<file path="src/dpl_pkg.sv">
// shared constants and types of the dual loop divider and lock block
package dpl_pkg;
  // serial word layout
  localparam int WORD_W     = 32;
  localparam int ADDR_W     = 5;
  localparam int REG_FIRST  = 26;
  localparam int REG_NUM    = 6;
  // register indices carried in the serial address field
  localparam logic [4:0] A_L2_CFG  = 5'h1a;
  localparam logic [4:0] A_L1_CFG  = 5'h1b;
  localparam logic [4:0] A_DIV_CFG = 5'h1c;
  localparam logic [4:0] A_OSC_CFG = 5'h1d;
  localparam logic [4:0] A_L2_FB   = 5'h1e;
  localparam logic [4:0] A_RB_CTL  = 5'h1f;
  localparam logic [31:0] REG_RST  = 32'h0;
  // loop2 lock, pump and reference doubler register fields
  localparam int WIN_LSB    = 30;
  localparam int DBL_BIT    = 29;
  localparam int L2_POL_BIT = 28;
  localparam int L2_CUR_LSB = 26;
  localparam int CNT_LSB    = 6;
  localparam int CNT_W      = 14;
  localparam int L2_HIZ_BIT = 5;
  // loop1 pump and reference fields
  localparam int L1_POL_BIT = 28;
  localparam int L1_CUR_LSB = 26;
  localparam int PRE_LSB    = 20;
  localparam int PRE_W      = 2;
  localparam int L1_R_LSB   = 6;
  localparam int L1_HIZ_BIT = 5;
  // divider register fields
  localparam int L2_R_LSB   = 20;
  localparam int L2_R_W     = 12;
  localparam int L1_N_LSB   = 6;
  localparam int L1_DIV_W   = 14;
  // oscillator range, fast detector, calibration divider
  localparam int OSC_RNG_LSB = 24;
  localparam int FAST_PD_BIT = 23;
  localparam int NCAL_LSB    = 5;
  // loop2 feedback fields
  localparam int P_LSB      = 24;
  localparam int N_LSB      = 5;
  localparam int N_W        = 18;
  // readback control fields
  localparam int RB_LE_BIT   = 21;
  localparam int RB_ADDR_LSB = 16;
  // timing
  localparam int CLK_PS       = 5000;
  localparam int LOCK_WIN_PS  = 3700;
  localparam int WIN_CYC      = (LOCK_WIN_PS / CLK_PS) > 0 ? LOCK_WIN_PS / CLK_PS : 1;
  localparam int CAL_TIMEOUT  = 100000;
  // calibration sequencer states, gray from idle through run to done
  typedef enum logic [1:0] {
    CAL_IDLE = 2'b00,
    CAL_RUN  = 2'b01,
    CAL_DONE = 2'b11
  } dpl_cal_e;
  // one charge pump drive: pulses plus output enable
  typedef struct packed {
    logic up;
    logic dn;
    logic oe;
  } dpl_pump_s;
endpackage

</file>
<file path="src/dpl_top.sv">
// dual loop divider, pump and lock block behind the serial config port
`timescale 1ns/100ps
module dpl_top
  import dpl_pkg::*;
#(
  parameter int CAL_TIMEOUT_CYC = CAL_TIMEOUT
) (
  // clock and reset
  input  wire logic       MCLK,
  input  wire logic       RST,
  // serial configuration pins
  input  wire logic       SER_CLK,
  input  wire logic       SER_DATA,
  input  wire logic       SER_LE,
  output logic            SER_DOUT,
  output logic            SER_DOUT_OE,
  // reference and oscillator pins
  input  wire logic [2:0] REF_IN,
  input  wire logic [1:0] ACTIVE_INPUT,
  input  wire logic       L1_FB_IN,
  input  wire logic       OSC_IN,
  input  wire logic       VCO_IN,
  input  wire logic       OSC_INTERNAL_MODE,
  // pump drives
  output dpl_pump_s       LOOP1_PUMP,
  output logic [1:0]      LOOP1_PUMP_CURRENT,
  output dpl_pump_s       LOOP2_PUMP,
  output logic [1:0]      LOOP2_PUMP_CURRENT,
  // status and settings
  output logic            LOOP2_LOCKED,
  output logic            CAL_ACTIVE,
  output logic            SYNC_PULSE,
  output logic            LOOP2_FAST_PD,
  output logic [2:0]      OSC_INPUT_RANGE
);
  localparam int NPIN = 12;
  localparam int TW   = $clog2(CAL_TIMEOUT_CYC + 1);

  logic [NPIN-1:0] pin;     // raw pins
  logic [NPIN-1:0] s1_q;    // first sync stage
  logic [NPIN-1:0] s2_q;    // second sync stage
  logic [NPIN-1:0] s3_q;    // edge history
  logic [NPIN-1:0] rise;    // rising edges
  logic [NPIN-1:0] fall;    // falling edges

  assign pin = {SER_CLK, SER_DATA, SER_LE, REF_IN, ACTIVE_INPUT,
                L1_FB_IN, OSC_IN, VCO_IN, OSC_INTERNAL_MODE};

  // two flops on every pin, a third only for edges
  always_ff @(posedge MCLK) begin
    if (RST) begin
      s1_q <= '0;
      s2_q <= '0;
      s3_q <= '0;
    end else begin
      s1_q <= pin;
      s2_q <= s1_q;
      s3_q <= s2_q;
    end
  end
  assign rise = s2_q & ~s3_q;
  assign fall = ~s2_q & s3_q;

  // named views of the synchronised pins
  logic       sclk_r;   // serial clock rising
  logic       sclk_f;   // serial clock falling
  logic       sdat;     // serial data level
  logic       le;       // latch enable level
  logic       le_r;     // latch enable rising
  logic [2:0] ref_r;    // reference input edges
  logic [1:0] act;      // active input select
  logic       l1fb_r;   // loop1 feedback edge
  logic       osc_r;    // oscillator rising
  logic       osc_f;    // oscillator falling
  logic       vco_r;    // vco edge
  logic       int_mode; // internal oscillator mode

  assign sclk_r   = rise[11];
  assign sclk_f   = fall[11];
  assign sdat     = s2_q[10];
  assign le       = s2_q[9];
  assign le_r     = rise[9];
  assign ref_r    = rise[8:6];
  assign act      = s2_q[5:4];
  assign l1fb_r   = rise[3];
  assign osc_r    = rise[2];
  assign osc_f    = fall[2];
  assign vco_r    = rise[1];
  assign int_mode = s2_q[0];

  // register file and serial shifter
  logic [31:0] regs_q [REG_NUM];  // registers 26 to 31
  logic [31:0] sh_q;              // incoming word
  logic [4:0]  waddr;             // address of latched word
  logic        wr30;              // feedback register written
  logic        rb_lvl;            // readback latch level

  assign waddr  = sh_q[ADDR_W-1:0];
  assign wr30   = le_r && (waddr == A_L2_FB);
  assign rb_lvl = regs_q[5][RB_LE_BIT];

  // shift data in msb first while latch enable is low
  always_ff @(posedge MCLK) begin
    if (RST) begin
      sh_q <= '0;
    end else if (sclk_r && !le) begin
      sh_q <= {sh_q[30:0], sdat};
    end
  end

  // latch enable rise commits the word; foreign addresses are ignored
  always_ff @(posedge MCLK) begin
    if (RST) begin
      for (int i = 0; i < REG_NUM; i++) begin
        regs_q[i] <= REG_RST;
      end
    end else if (le_r && (waddr >= 5'(REG_FIRST))) begin
      regs_q[3'(waddr - 5'(REG_FIRST))] <= sh_q;
    end
  end

  // readback path
  logic [31:0] rb_q;    // outgoing word
  logic        rb_on;   // pin sits at readback level
  logic        rb_on_q; // previous readback state
  logic [4:0]  rb_addr; // selected register
  logic [31:0] rb_sel;  // selected word, zero if not held here

  assign rb_on   = (le == rb_lvl);
  assign rb_addr = regs_q[5][RB_ADDR_LSB +: 5];
  assign rb_sel  = (rb_addr >= 5'(REG_FIRST)) ?
                   regs_q[3'(rb_addr - 5'(REG_FIRST))] : '0;

  // load on entering the level, then shift on serial clock fall
  always_ff @(posedge MCLK) begin
    if (RST) begin
      rb_q    <= '0;
      rb_on_q <= 1'b0;
    end else begin
      rb_on_q <= rb_on;
      if (rb_on && !rb_on_q) begin
        rb_q <= rb_sel;
      end else if (rb_on && sclk_f) begin
        rb_q <= {rb_q[30:0], 1'b0};
      end
    end
  end
  assign SER_DOUT    = rb_q[31];
  assign SER_DOUT_OE = rb_on_q;

  // field views
  logic [1:0]      pre_code [3];
  logic [L1_DIV_W-1:0] l1_r;
  logic [L1_DIV_W-1:0] l1_n;
  logic [L2_R_W-1:0]   l2_r;
  logic [N_W-1:0]  l2_n;
  logic [N_W-1:0]  l2_ncal;
  logic [CNT_W-1:0] lk_tgt;
  logic [2:0]      p_code;

  assign l1_r    = regs_q[1][L1_R_LSB +: L1_DIV_W];
  assign l1_n    = regs_q[2][L1_N_LSB +: L1_DIV_W];
  assign l2_r    = regs_q[2][L2_R_LSB +: L2_R_W];
  assign l2_n    = regs_q[4][N_LSB +: N_W];
  assign l2_ncal = regs_q[3][NCAL_LSB +: N_W];
  assign p_code  = regs_q[4][P_LSB +: 3];
  // zero count is reserved and run as one
  assign lk_tgt  = (regs_q[0][CNT_LSB +: CNT_W] == '0) ?
                   CNT_W'(1) : regs_q[0][CNT_LSB +: CNT_W];

  // loop1 reference: a pre-divider per input, then selection
  logic [2:0] pre_tick;  // per input divided edges
  logic       l1_pre;    // selected pre-divided edge
  logic       l1_rt;     // loop1 reference tick
  logic       l1_ft;     // loop1 feedback tick
  genvar gi;
  generate
    for (gi = 0; gi < 3; gi++) begin : g_pre
      assign pre_code[gi] = regs_q[1][PRE_LSB + PRE_W * gi +: PRE_W];
      dpl_div #(.W(4)) u_pre (
        .clk     (MCLK),
        .rst     (RST),
        .en      (ref_r[gi]),
        .div     (4'h1 << pre_code[gi]),
        .restart (1'b0),
        .tick    (pre_tick[gi])
      );
    end
  endgenerate

  // each input keeps its own ratio, so the R input rate holds on a switch
  assign l1_pre = (act < 2'h3) ? pre_tick[act] : 1'b0;

  dpl_div #(.W(L1_DIV_W)) u_l1r (
    .clk     (MCLK),
    .rst     (RST),
    .en      (l1_pre),
    .div     (l1_r),
    .restart (1'b0),
    .tick    (l1_rt)
  );
  dpl_div #(.W(L1_DIV_W)) u_l1n (
    .clk     (MCLK),
    .rst     (RST),
    .en      (l1fb_r),
    .div     (l1_n),
    .restart (1'b0),
    .tick    (l1_ft)
  );

  // loop2 reference and feedback chain
  logic           l2_in;   // reference edge into R divider
  logic           l2_rt;   // loop2 reference tick
  logic           p_tick;  // prescaler output
  logic           l2_ft;   // loop2 feedback tick
  logic [3:0]     p_div;   // prescale ratio
  logic [N_W-1:0] n_sel;   // feedback ratio in use
  dpl_cal_e       cal_q;   // calibration state

  // doubling uses both edges of the oscillator input
  assign l2_in = regs_q[0][DBL_BIT] ? (osc_r | osc_f) : osc_r;
  // code zero is eight, one and two are two, others are themselves
  assign p_div = (p_code == 3'h0) ? 4'h8 :
                 (p_code < 3'h3) ? 4'h2 : {1'b0, p_code};
  assign n_sel = (cal_q == CAL_RUN) ? l2_ncal : l2_n;

  dpl_div #(.W(L2_R_W)) u_l2r (
    .clk     (MCLK),
    .rst     (RST),
    .en      (l2_in),
    .div     (l2_r),
    .restart (1'b0),
    .tick    (l2_rt)
  );
  dpl_div #(.W(4)) u_l2p (
    .clk     (MCLK),
    .rst     (RST),
    .en      (vco_r),
    .div     (p_div),
    .restart (1'b0),
    .tick    (p_tick)
  );
  // restarted at calibration start so the new ratio acts at once
  dpl_div #(.W(N_W)) u_l2n (
    .clk     (MCLK),
    .rst     (RST),
    .en      (p_tick),
    .div     (n_sel),
    .restart (wr30 && int_mode),
    .tick    (l2_ft)
  );

  // phase detectors: pulse from reference tick until feedback tick; feedback first gives no pulse
  logic l1_up_q, l1_dn_q, l2_up_q, l2_dn_q;
  logic l1_pos, l2_pos, l1_hiz, l2_hiz;
  assign l1_pos = regs_q[1][L1_POL_BIT];
  assign l2_pos = regs_q[0][L2_POL_BIT];
  assign l1_hiz = regs_q[1][L1_HIZ_BIT];
  assign l2_hiz = regs_q[0][L2_HIZ_BIT];

  // loop1 detector; negative slope swaps the pulses
  always_ff @(posedge MCLK) begin
    if (RST || (l1_rt && l1_ft)) begin
      l1_up_q <= 1'b0;
      l1_dn_q <= 1'b0;
    end else if (l1_rt) begin
      l1_up_q <= l1_pos;
      l1_dn_q <= !l1_pos;
    end else if (l1_ft) begin
      l1_up_q <= 1'b0;
      l1_dn_q <= 1'b0;
    end
  end

  // loop2 detector, same scheme
  always_ff @(posedge MCLK) begin
    if (RST || (l2_rt && l2_ft)) begin
      l2_up_q <= 1'b0;
      l2_dn_q <= 1'b0;
    end else if (l2_rt) begin
      l2_up_q <= l2_pos;
      l2_dn_q <= !l2_pos;
    end else if (l2_ft) begin
      l2_up_q <= 1'b0;
      l2_dn_q <= 1'b0;
    end
  end

  // pump drives; tri-state wins over any pulse, current codes pass unchanged
  always_ff @(posedge MCLK) begin
    if (RST) begin
      LOOP1_PUMP         <= '0;
      LOOP2_PUMP         <= '0;
      LOOP1_PUMP_CURRENT <= '0;
      LOOP2_PUMP_CURRENT <= '0;
    end else begin
      LOOP1_PUMP <= '{up: l1_up_q && !l1_hiz, dn: l1_dn_q && !l1_hiz,
                      oe: !l1_hiz};
      LOOP2_PUMP <= '{up: l2_up_q && !l2_hiz, dn: l2_dn_q && !l2_hiz,
                      oe: !l2_hiz};
      LOOP1_PUMP_CURRENT <= regs_q[1][L1_CUR_LSB +: 2];
      LOOP2_PUMP_CURRENT <= regs_q[0][L2_CUR_LSB +: 2];
    end
  end

  // loop2 phase error measure: cycles from first edge to the other
  logic       pe_pend_q;  // one edge seen, waiting
  logic       pe_rside_q; // waiting edge was reference
  logic [3:0] pe_cnt_q;   // cycles waited
  logic       hit;        // detector cycle inside window
  logic       miss;       // detector cycle outside window

  always_comb begin
    hit  = 1'b0;
    miss = 1'b0;
    if (l2_rt && l2_ft) begin
      hit = 1'b1;
    end else if (pe_pend_q) begin
      if ((l2_rt && !pe_rside_q) || (l2_ft && pe_rside_q)) begin
        hit = (pe_cnt_q < 4'(WIN_CYC));
        miss = !hit;
      end else if (l2_rt || l2_ft || (pe_cnt_q >= 4'(WIN_CYC))) begin
        miss = 1'b1;  // same side twice or window passed
      end
    end
  end

  // pending tracker
  always_ff @(posedge MCLK) begin
    if (RST || hit || miss || (l2_rt && l2_ft)) begin
      pe_pend_q  <= 1'b0;
      pe_rside_q <= 1'b0;
      pe_cnt_q   <= '0;
    end else if (!pe_pend_q && (l2_rt || l2_ft)) begin
      pe_pend_q  <= 1'b1;
      pe_rside_q <= l2_rt;
      pe_cnt_q   <= '0;
    end else if (pe_pend_q) begin
      pe_cnt_q <= pe_cnt_q + 4'h1;
    end
  end

  // lock counter; a fresh calibration starts from zero as well
  logic [CNT_W-1:0] lk_cnt_q;
  logic             locked_q;
  always_ff @(posedge MCLK) begin
    if (RST || miss || (wr30 && int_mode)) begin
      lk_cnt_q <= '0;
      locked_q <= 1'b0;
    end else if (hit && (lk_cnt_q < lk_tgt)) begin
      lk_cnt_q <= lk_cnt_q + CNT_W'(1);
      locked_q <= (lk_cnt_q + CNT_W'(1) >= lk_tgt);
    end
  end

  // calibration sequencer; it ends on lock or on timeout
  logic [TW-1:0] cal_cnt_q;
  logic          sync_q;
  always_ff @(posedge MCLK) begin
    if (RST) begin
      cal_q     <= CAL_IDLE;
      cal_cnt_q <= '0;
      sync_q    <= 1'b0;
    end else begin
      sync_q <= 1'b0;
      if (wr30 && int_mode) begin
        cal_q     <= CAL_RUN;
        cal_cnt_q <= '0;
        sync_q    <= 1'b1;
      end else begin
        case (cal_q)
          CAL_RUN: begin
            cal_cnt_q <= cal_cnt_q + TW'(1);
            if (locked_q || (cal_cnt_q >= TW'(CAL_TIMEOUT_CYC - 1))) begin
              cal_q <= CAL_DONE;
            end
          end
          CAL_DONE: cal_q <= CAL_IDLE;
          default:  cal_q <= CAL_IDLE;
        endcase
      end
    end
  end

  // status outputs
  assign LOOP2_LOCKED    = locked_q;
  assign CAL_ACTIVE      = (cal_q == CAL_RUN);
  assign SYNC_PULSE      = sync_q;
  assign LOOP2_FAST_PD   = regs_q[3][FAST_PD_BIT];
  assign OSC_INPUT_RANGE = regs_q[3][OSC_RNG_LSB +: 3];
endmodule // dpl_top

</file>
<file path="src/dpl_div.sv">
// programmable pulse divider: one tick per div input pulses
`timescale 1ns/100ps
module dpl_div
  import dpl_pkg::*;
#(
  parameter int W = 14
) (
  // clock and reset
  input  wire logic         clk,
  input  wire logic         rst,
  // input pulses and divide value
  input  wire logic         en,
  input  wire logic [W-1:0] div,
  input  wire logic         restart,
  // output tick
  output logic              tick
);
  logic [W-1:0] cnt_q;   // pulses seen in this period
  logic [W-1:0] last;    // terminal count
  logic         tick_q;  // registered tick

  // zero is reserved; it is run as divide by one
  assign last = (div == '0) ? '0 : div - W'(1);

  // count pulses, wrap on terminal count
  always_ff @(posedge clk) begin
    if (rst || restart) begin
      cnt_q  <= '0;
      tick_q <= 1'b0;
    end else begin
      tick_q <= 1'b0;
      if (en) begin
        if (cnt_q >= last) begin
          cnt_q  <= '0;
          tick_q <= 1'b1;
        end else begin
          cnt_q <= cnt_q + W'(1);
        end
      end
    end
  end

  assign tick = tick_q;
endmodule // dpl_div

</file>
<file path="config.mk">
export PLATFORM = sky130hd
export DESIGN_NAME = dpl_top
export DESIGN_NICKNAME = d
export VERILOG_FILES = /design/src/dpl_pkg.sv /design/src/dpl_top.sv /design/src/dpl_div.sv
export SDC_FILE = /design/constraint.sdc
export NUM_CORES = 1
export LEC_CHECK = 0
export CAP_MARGIN = 20
export CELL_PAD_IN_SITES_DETAIL_PLACEMENT = 1
export CELL_PAD_IN_SITES_GLOBAL_PLACEMENT = 2
export CORE_UTILIZATION = 44
export DETAILED_ROUTE_END_ITERATION = 8
export DONT_BUFFER_PORTS = 1
export PLACE_DENSITY = 0.91
export RECOVER_POWER = 50
export SLEW_MARGIN = 20
export SYNTH_ARGS = -nofsm -noshare
export SYNTH_HDL_FRONTEND = slang
export SYNTH_SLANG_ARGS = --single-unit
</file>
<file path="constraint.sdc">
create_clock -name MCLK -period 6.4 [get_ports MCLK]
set_input_delay 0.32 -clock MCLK [delete_from_list [all_inputs] [get_ports MCLK]]
set_output_delay 0.32 -clock MCLK [all_outputs]
set_load 0.05 [all_outputs]
</file>
==> metrics <==
final cell utilization of the core 49.36%; Worst path top cell family by delay buffers and inverters; initial core utilization 44.55%; ANT nets after route 0; synthesis-to-layout area growth 10.78%; skew final 0.03167 ns; Setup WS pre-CTS 1.344 ns; CTS resizes 0; GRT Util Overall 24.41%; vias per inst 5.830; Starting DRT DRC Count 1190; IO Port Bufs 0; worst reg2reg setup slack 1.36 ns; Core Area 0.05392 mm²; # DRC 0; Skew-Pair Late Insertion Delay 0.64 ns; number of stages on the worst setup path 2; CP arrival 5.39 ns; first-pass GRT wire length 104600 µm; Max FO, Critical Path 134; Tcrit/Tclk final 82.20%; clock root buffer clkbuf_16; Crit. Startpoint RST; Fin. Hold Viols 0; worst reg2reg path depth 13; DIE AREA 0.05554 mm²; met1 wire length 28200 µm; Synth Area in Adders 6.354%; Final setup viols 0; Slew Viols, Final 267; Final TNS setup 0 ns; Top Layer Used met4; hold_buf cts 14; Power Density 266.9 mW/mm²; worst r2r src cal_q[1]$_SDFFE_PP0P_; detailed-route via count 17013; Num CTS Buffers 53; synth warn 0; Hold WC Path Type primary input to flop; failing checks capacitance limit, slew limit; synthesized area 0.02402 mm²; slowest stage delay, CP 3.87 ns; Syn Inst Count 2186; static leakage power 10.10 nW; CP startpoint kind primary input; share of post-route cells with drive strength above 1 9.046%; Most used DFF post-synth edfxtp_1; worst-margin pin slew 5.682 ns; area of the multi-input gates 0.01098 mm²; post-synthesis sequential area ratio 51.50%; max-cap violations 5; CP required 6.53 ns; fill count 5686; Max Freq 190.1 MHz; Reg area 0.01237 mm²; CP max stage cell dlymetal6s4s_1; RePlAce Congestion 0.8368; vias in the first global route 18125; Post-Synth XOR/XNOR Area 4.667%; kind of critical path primary input to flop; Yosys reg bits 490; met2 wire length 33070 µm; post-synthesis mux area share 8.510%; CTS sink count 490; asr flop ratio synth 0%; Post-Synth Simple-Gate Area 18.50%; main combinational cell family by area after synthesis simple AND/OR/NAND/NOR gates; initial antenna violation count 1; largest net degree at the start of global routing 135; CP endpoint kind flop; critical-path cell list dlymetal6s4s_1, nor2b_1; Avg Cell Area, Syn 10.99 µm²; Post-DP HPWL 42670 µm; nets@finish 2313; Slew Limit Headroom -278.8%; status complete, but fails checks; DR WL/cell 23.13 µm; worst r2r dst u_l2n.cnt_q[9]$_SDFFE_PP0P_; worst-case vdd ir drop 185.5 µV; placed cell area 0.02463 mm²; CTS Buffer Depth 3; post-route cell area 0.02661 mm²; total global routing overflow 0; setup bufs post-CTS 0; n_diodes 0; 1st-pass router iterations 5; final critical-path required period 5.261 ns; Die Wd 235.7 µm; Compound-Gate Fraction of Synth Area 7.448%; Worst-path clk slew 0.06 ns; Rows 85; CTS tree done; Final Power 0.007104 W; IO Count 33; Post-Route WL 67500 µm; Met3 Wirelength 4218 µm; htree depth 2; Worst Slack Setup Final 1.139 ns; Critical Path End s2_q[3]$_SDFF_PP0_; number of distinct library cells after synthesis 75; number of synthesized flops with an enable pin 256; RSZ-0062 raised after global routing false; die height 235.7 µm; worst path bufs/invs 1
## metrics by stage
step / hold WS [ns] / std cells
final: 0.03768 / 2918
after global routing: 0.09642 / 2918
after CTS: 0.02555 / 2917
after global placement: 0.4067 / 2802
after floorplan: 0.3929 / 2193
after detailed placement: 0.4200 / 2803
## layout make-up
type / count / share of cell area, %
Clock buffer: 66 / 5.355
Clock inverter: 34 / 1.631
Sequential cell: 490 / 46.49
Inverter: 58 / 0.8181
Timing Repair Buffer: 35 / 1.194
Multi-Input combinational cell: 1539 / 41.24
Tap cell: 696 / 3.272
## how the worst min path moves through the flow
stage                          start                  endpoint  slack, ns  cells after the start
6_report                         RST  pe_cnt_q[1]$_SDFFE_PP0P_       0.04                      3
5_1_grt                          RST  pe_cnt_q[0]$_SDFFE_PP0P_        0.1                      3
4_1_cts                          RST  pe_cnt_q[1]$_SDFFE_PP0P_       0.03                      3
3_5_place_dp   u_l1n.tick$_SDFF_PP0_      l1_up_q$_SDFFE_PP0P_       0.42                      1
3_3_place_gp   u_l1n.tick$_SDFF_PP0_      l1_up_q$_SDFFE_PP0P_       0.41                      1
2_1_floorplan  u_l1n.tick$_SDFF_PP0_      l1_up_q$_SDFFE_PP0P_       0.39                      1
## per-layer routing
layer	vias up	GRT usage, %
met5	-	0
met4	0	8.952
met3	123	4.069
met2	464	41.28
met1	8640	31.43
li1	7786	-
## logic make-up after synthesis
logic type / count (synthesis)
adders and majority gates: 122
and+or+nand+nor: 843
other: 2
buffers and inverters: 164
AOI/OAI and AO/OA: 311
DFF: 490
muxes: 126
xor gates and xnor gates: 128
## sequential cells by signal, indices dropped and copies added, names as in the netlist, 8 cells and up
| name | count |
|---|---|
| g_pre.u_pre.cnt_q | 12 |
| regs_q | 256 |
| rb_q | 32 |
| lk_cnt_q | 14 |
| s2_q | 12 |
| cal_cnt_q | 17 |
| u_l1n.cnt_q | 14 |
| u_l2r.cnt_q | 12 |
| s3_q | 8 |
| sh_q | 32 |
| u_l1r.cnt_q | 14 |
| u_l2n.cnt_q | 18 |
| s1_q | 12 |
## Yosys cell counts (3+ instances only)
master       n  area, µm²
a2111oi_0    3      26.28
a211oi_1    10      75.07
a21o_1      21      157.7
a21oi_1    135      675.7
and2_1     171       1070
and3_1      18      112.6
and3b_1      3      26.28
and4_1      10      87.58
buf_1        6      22.52
buf_2       34      170.2
buf_4       12      90.09
clkbuf_1    52      195.2
dfxtp_1    234       4684
edfxtp_1   256       7687
ha_1       122       1526
inv_1       57      214.0
mux2_2       6      67.56
mux2i_1     58      580.6
mux4_2      62       1396
nand2_1    190      713.2
nand2b_1    27      168.9
nand3_1     37      185.2
nand4_1     30      187.7
nand4b_1     4      35.03
nor2_1     153      574.3
nor2b_1     52      325.3
nor3_1      67      335.3
nor3_2       5      50.05
nor3b_1     11      82.58
nor4_1       9      56.30
nor4b_1      3      26.28
o211ai_1     5      37.54
o21ai_0     99      495.5
o21bai_1     5      37.54
o31ai_1      5      37.54
or2_2       10      62.56
or3_1       23      143.9
or4_1        7      52.55
xnor2_1     45      394.1
xor2_1      83      727.0
## where the power goes
part           internal [W]  switching [W]  total, W  leakage, nW
Sequential          0.00337      0.0000784   0.00345         4.51
Combinational      0.000145       0.000236  0.000381         4.69
Clock               0.00192        0.00136   0.00328        0.903
## layout by cell type, fill, tap and decap left out, types with 45 or more instances in the layout
cell type	n
clkbuf_16	53
and2_1	116
ha_1	121
mux4_2	62
dfxtp_1	234
nor3_1	70
o21ai_0	99
mux2i_1	58
inv_1	58
nor2_1	153
nand2_1	191
xor2_1	83
xnor2_1	45
edfxtp_1	256
nor2b_1	52
and2_0	56
a21oi_1	133
Note: power is estimated with default switching activity, not from simulation.
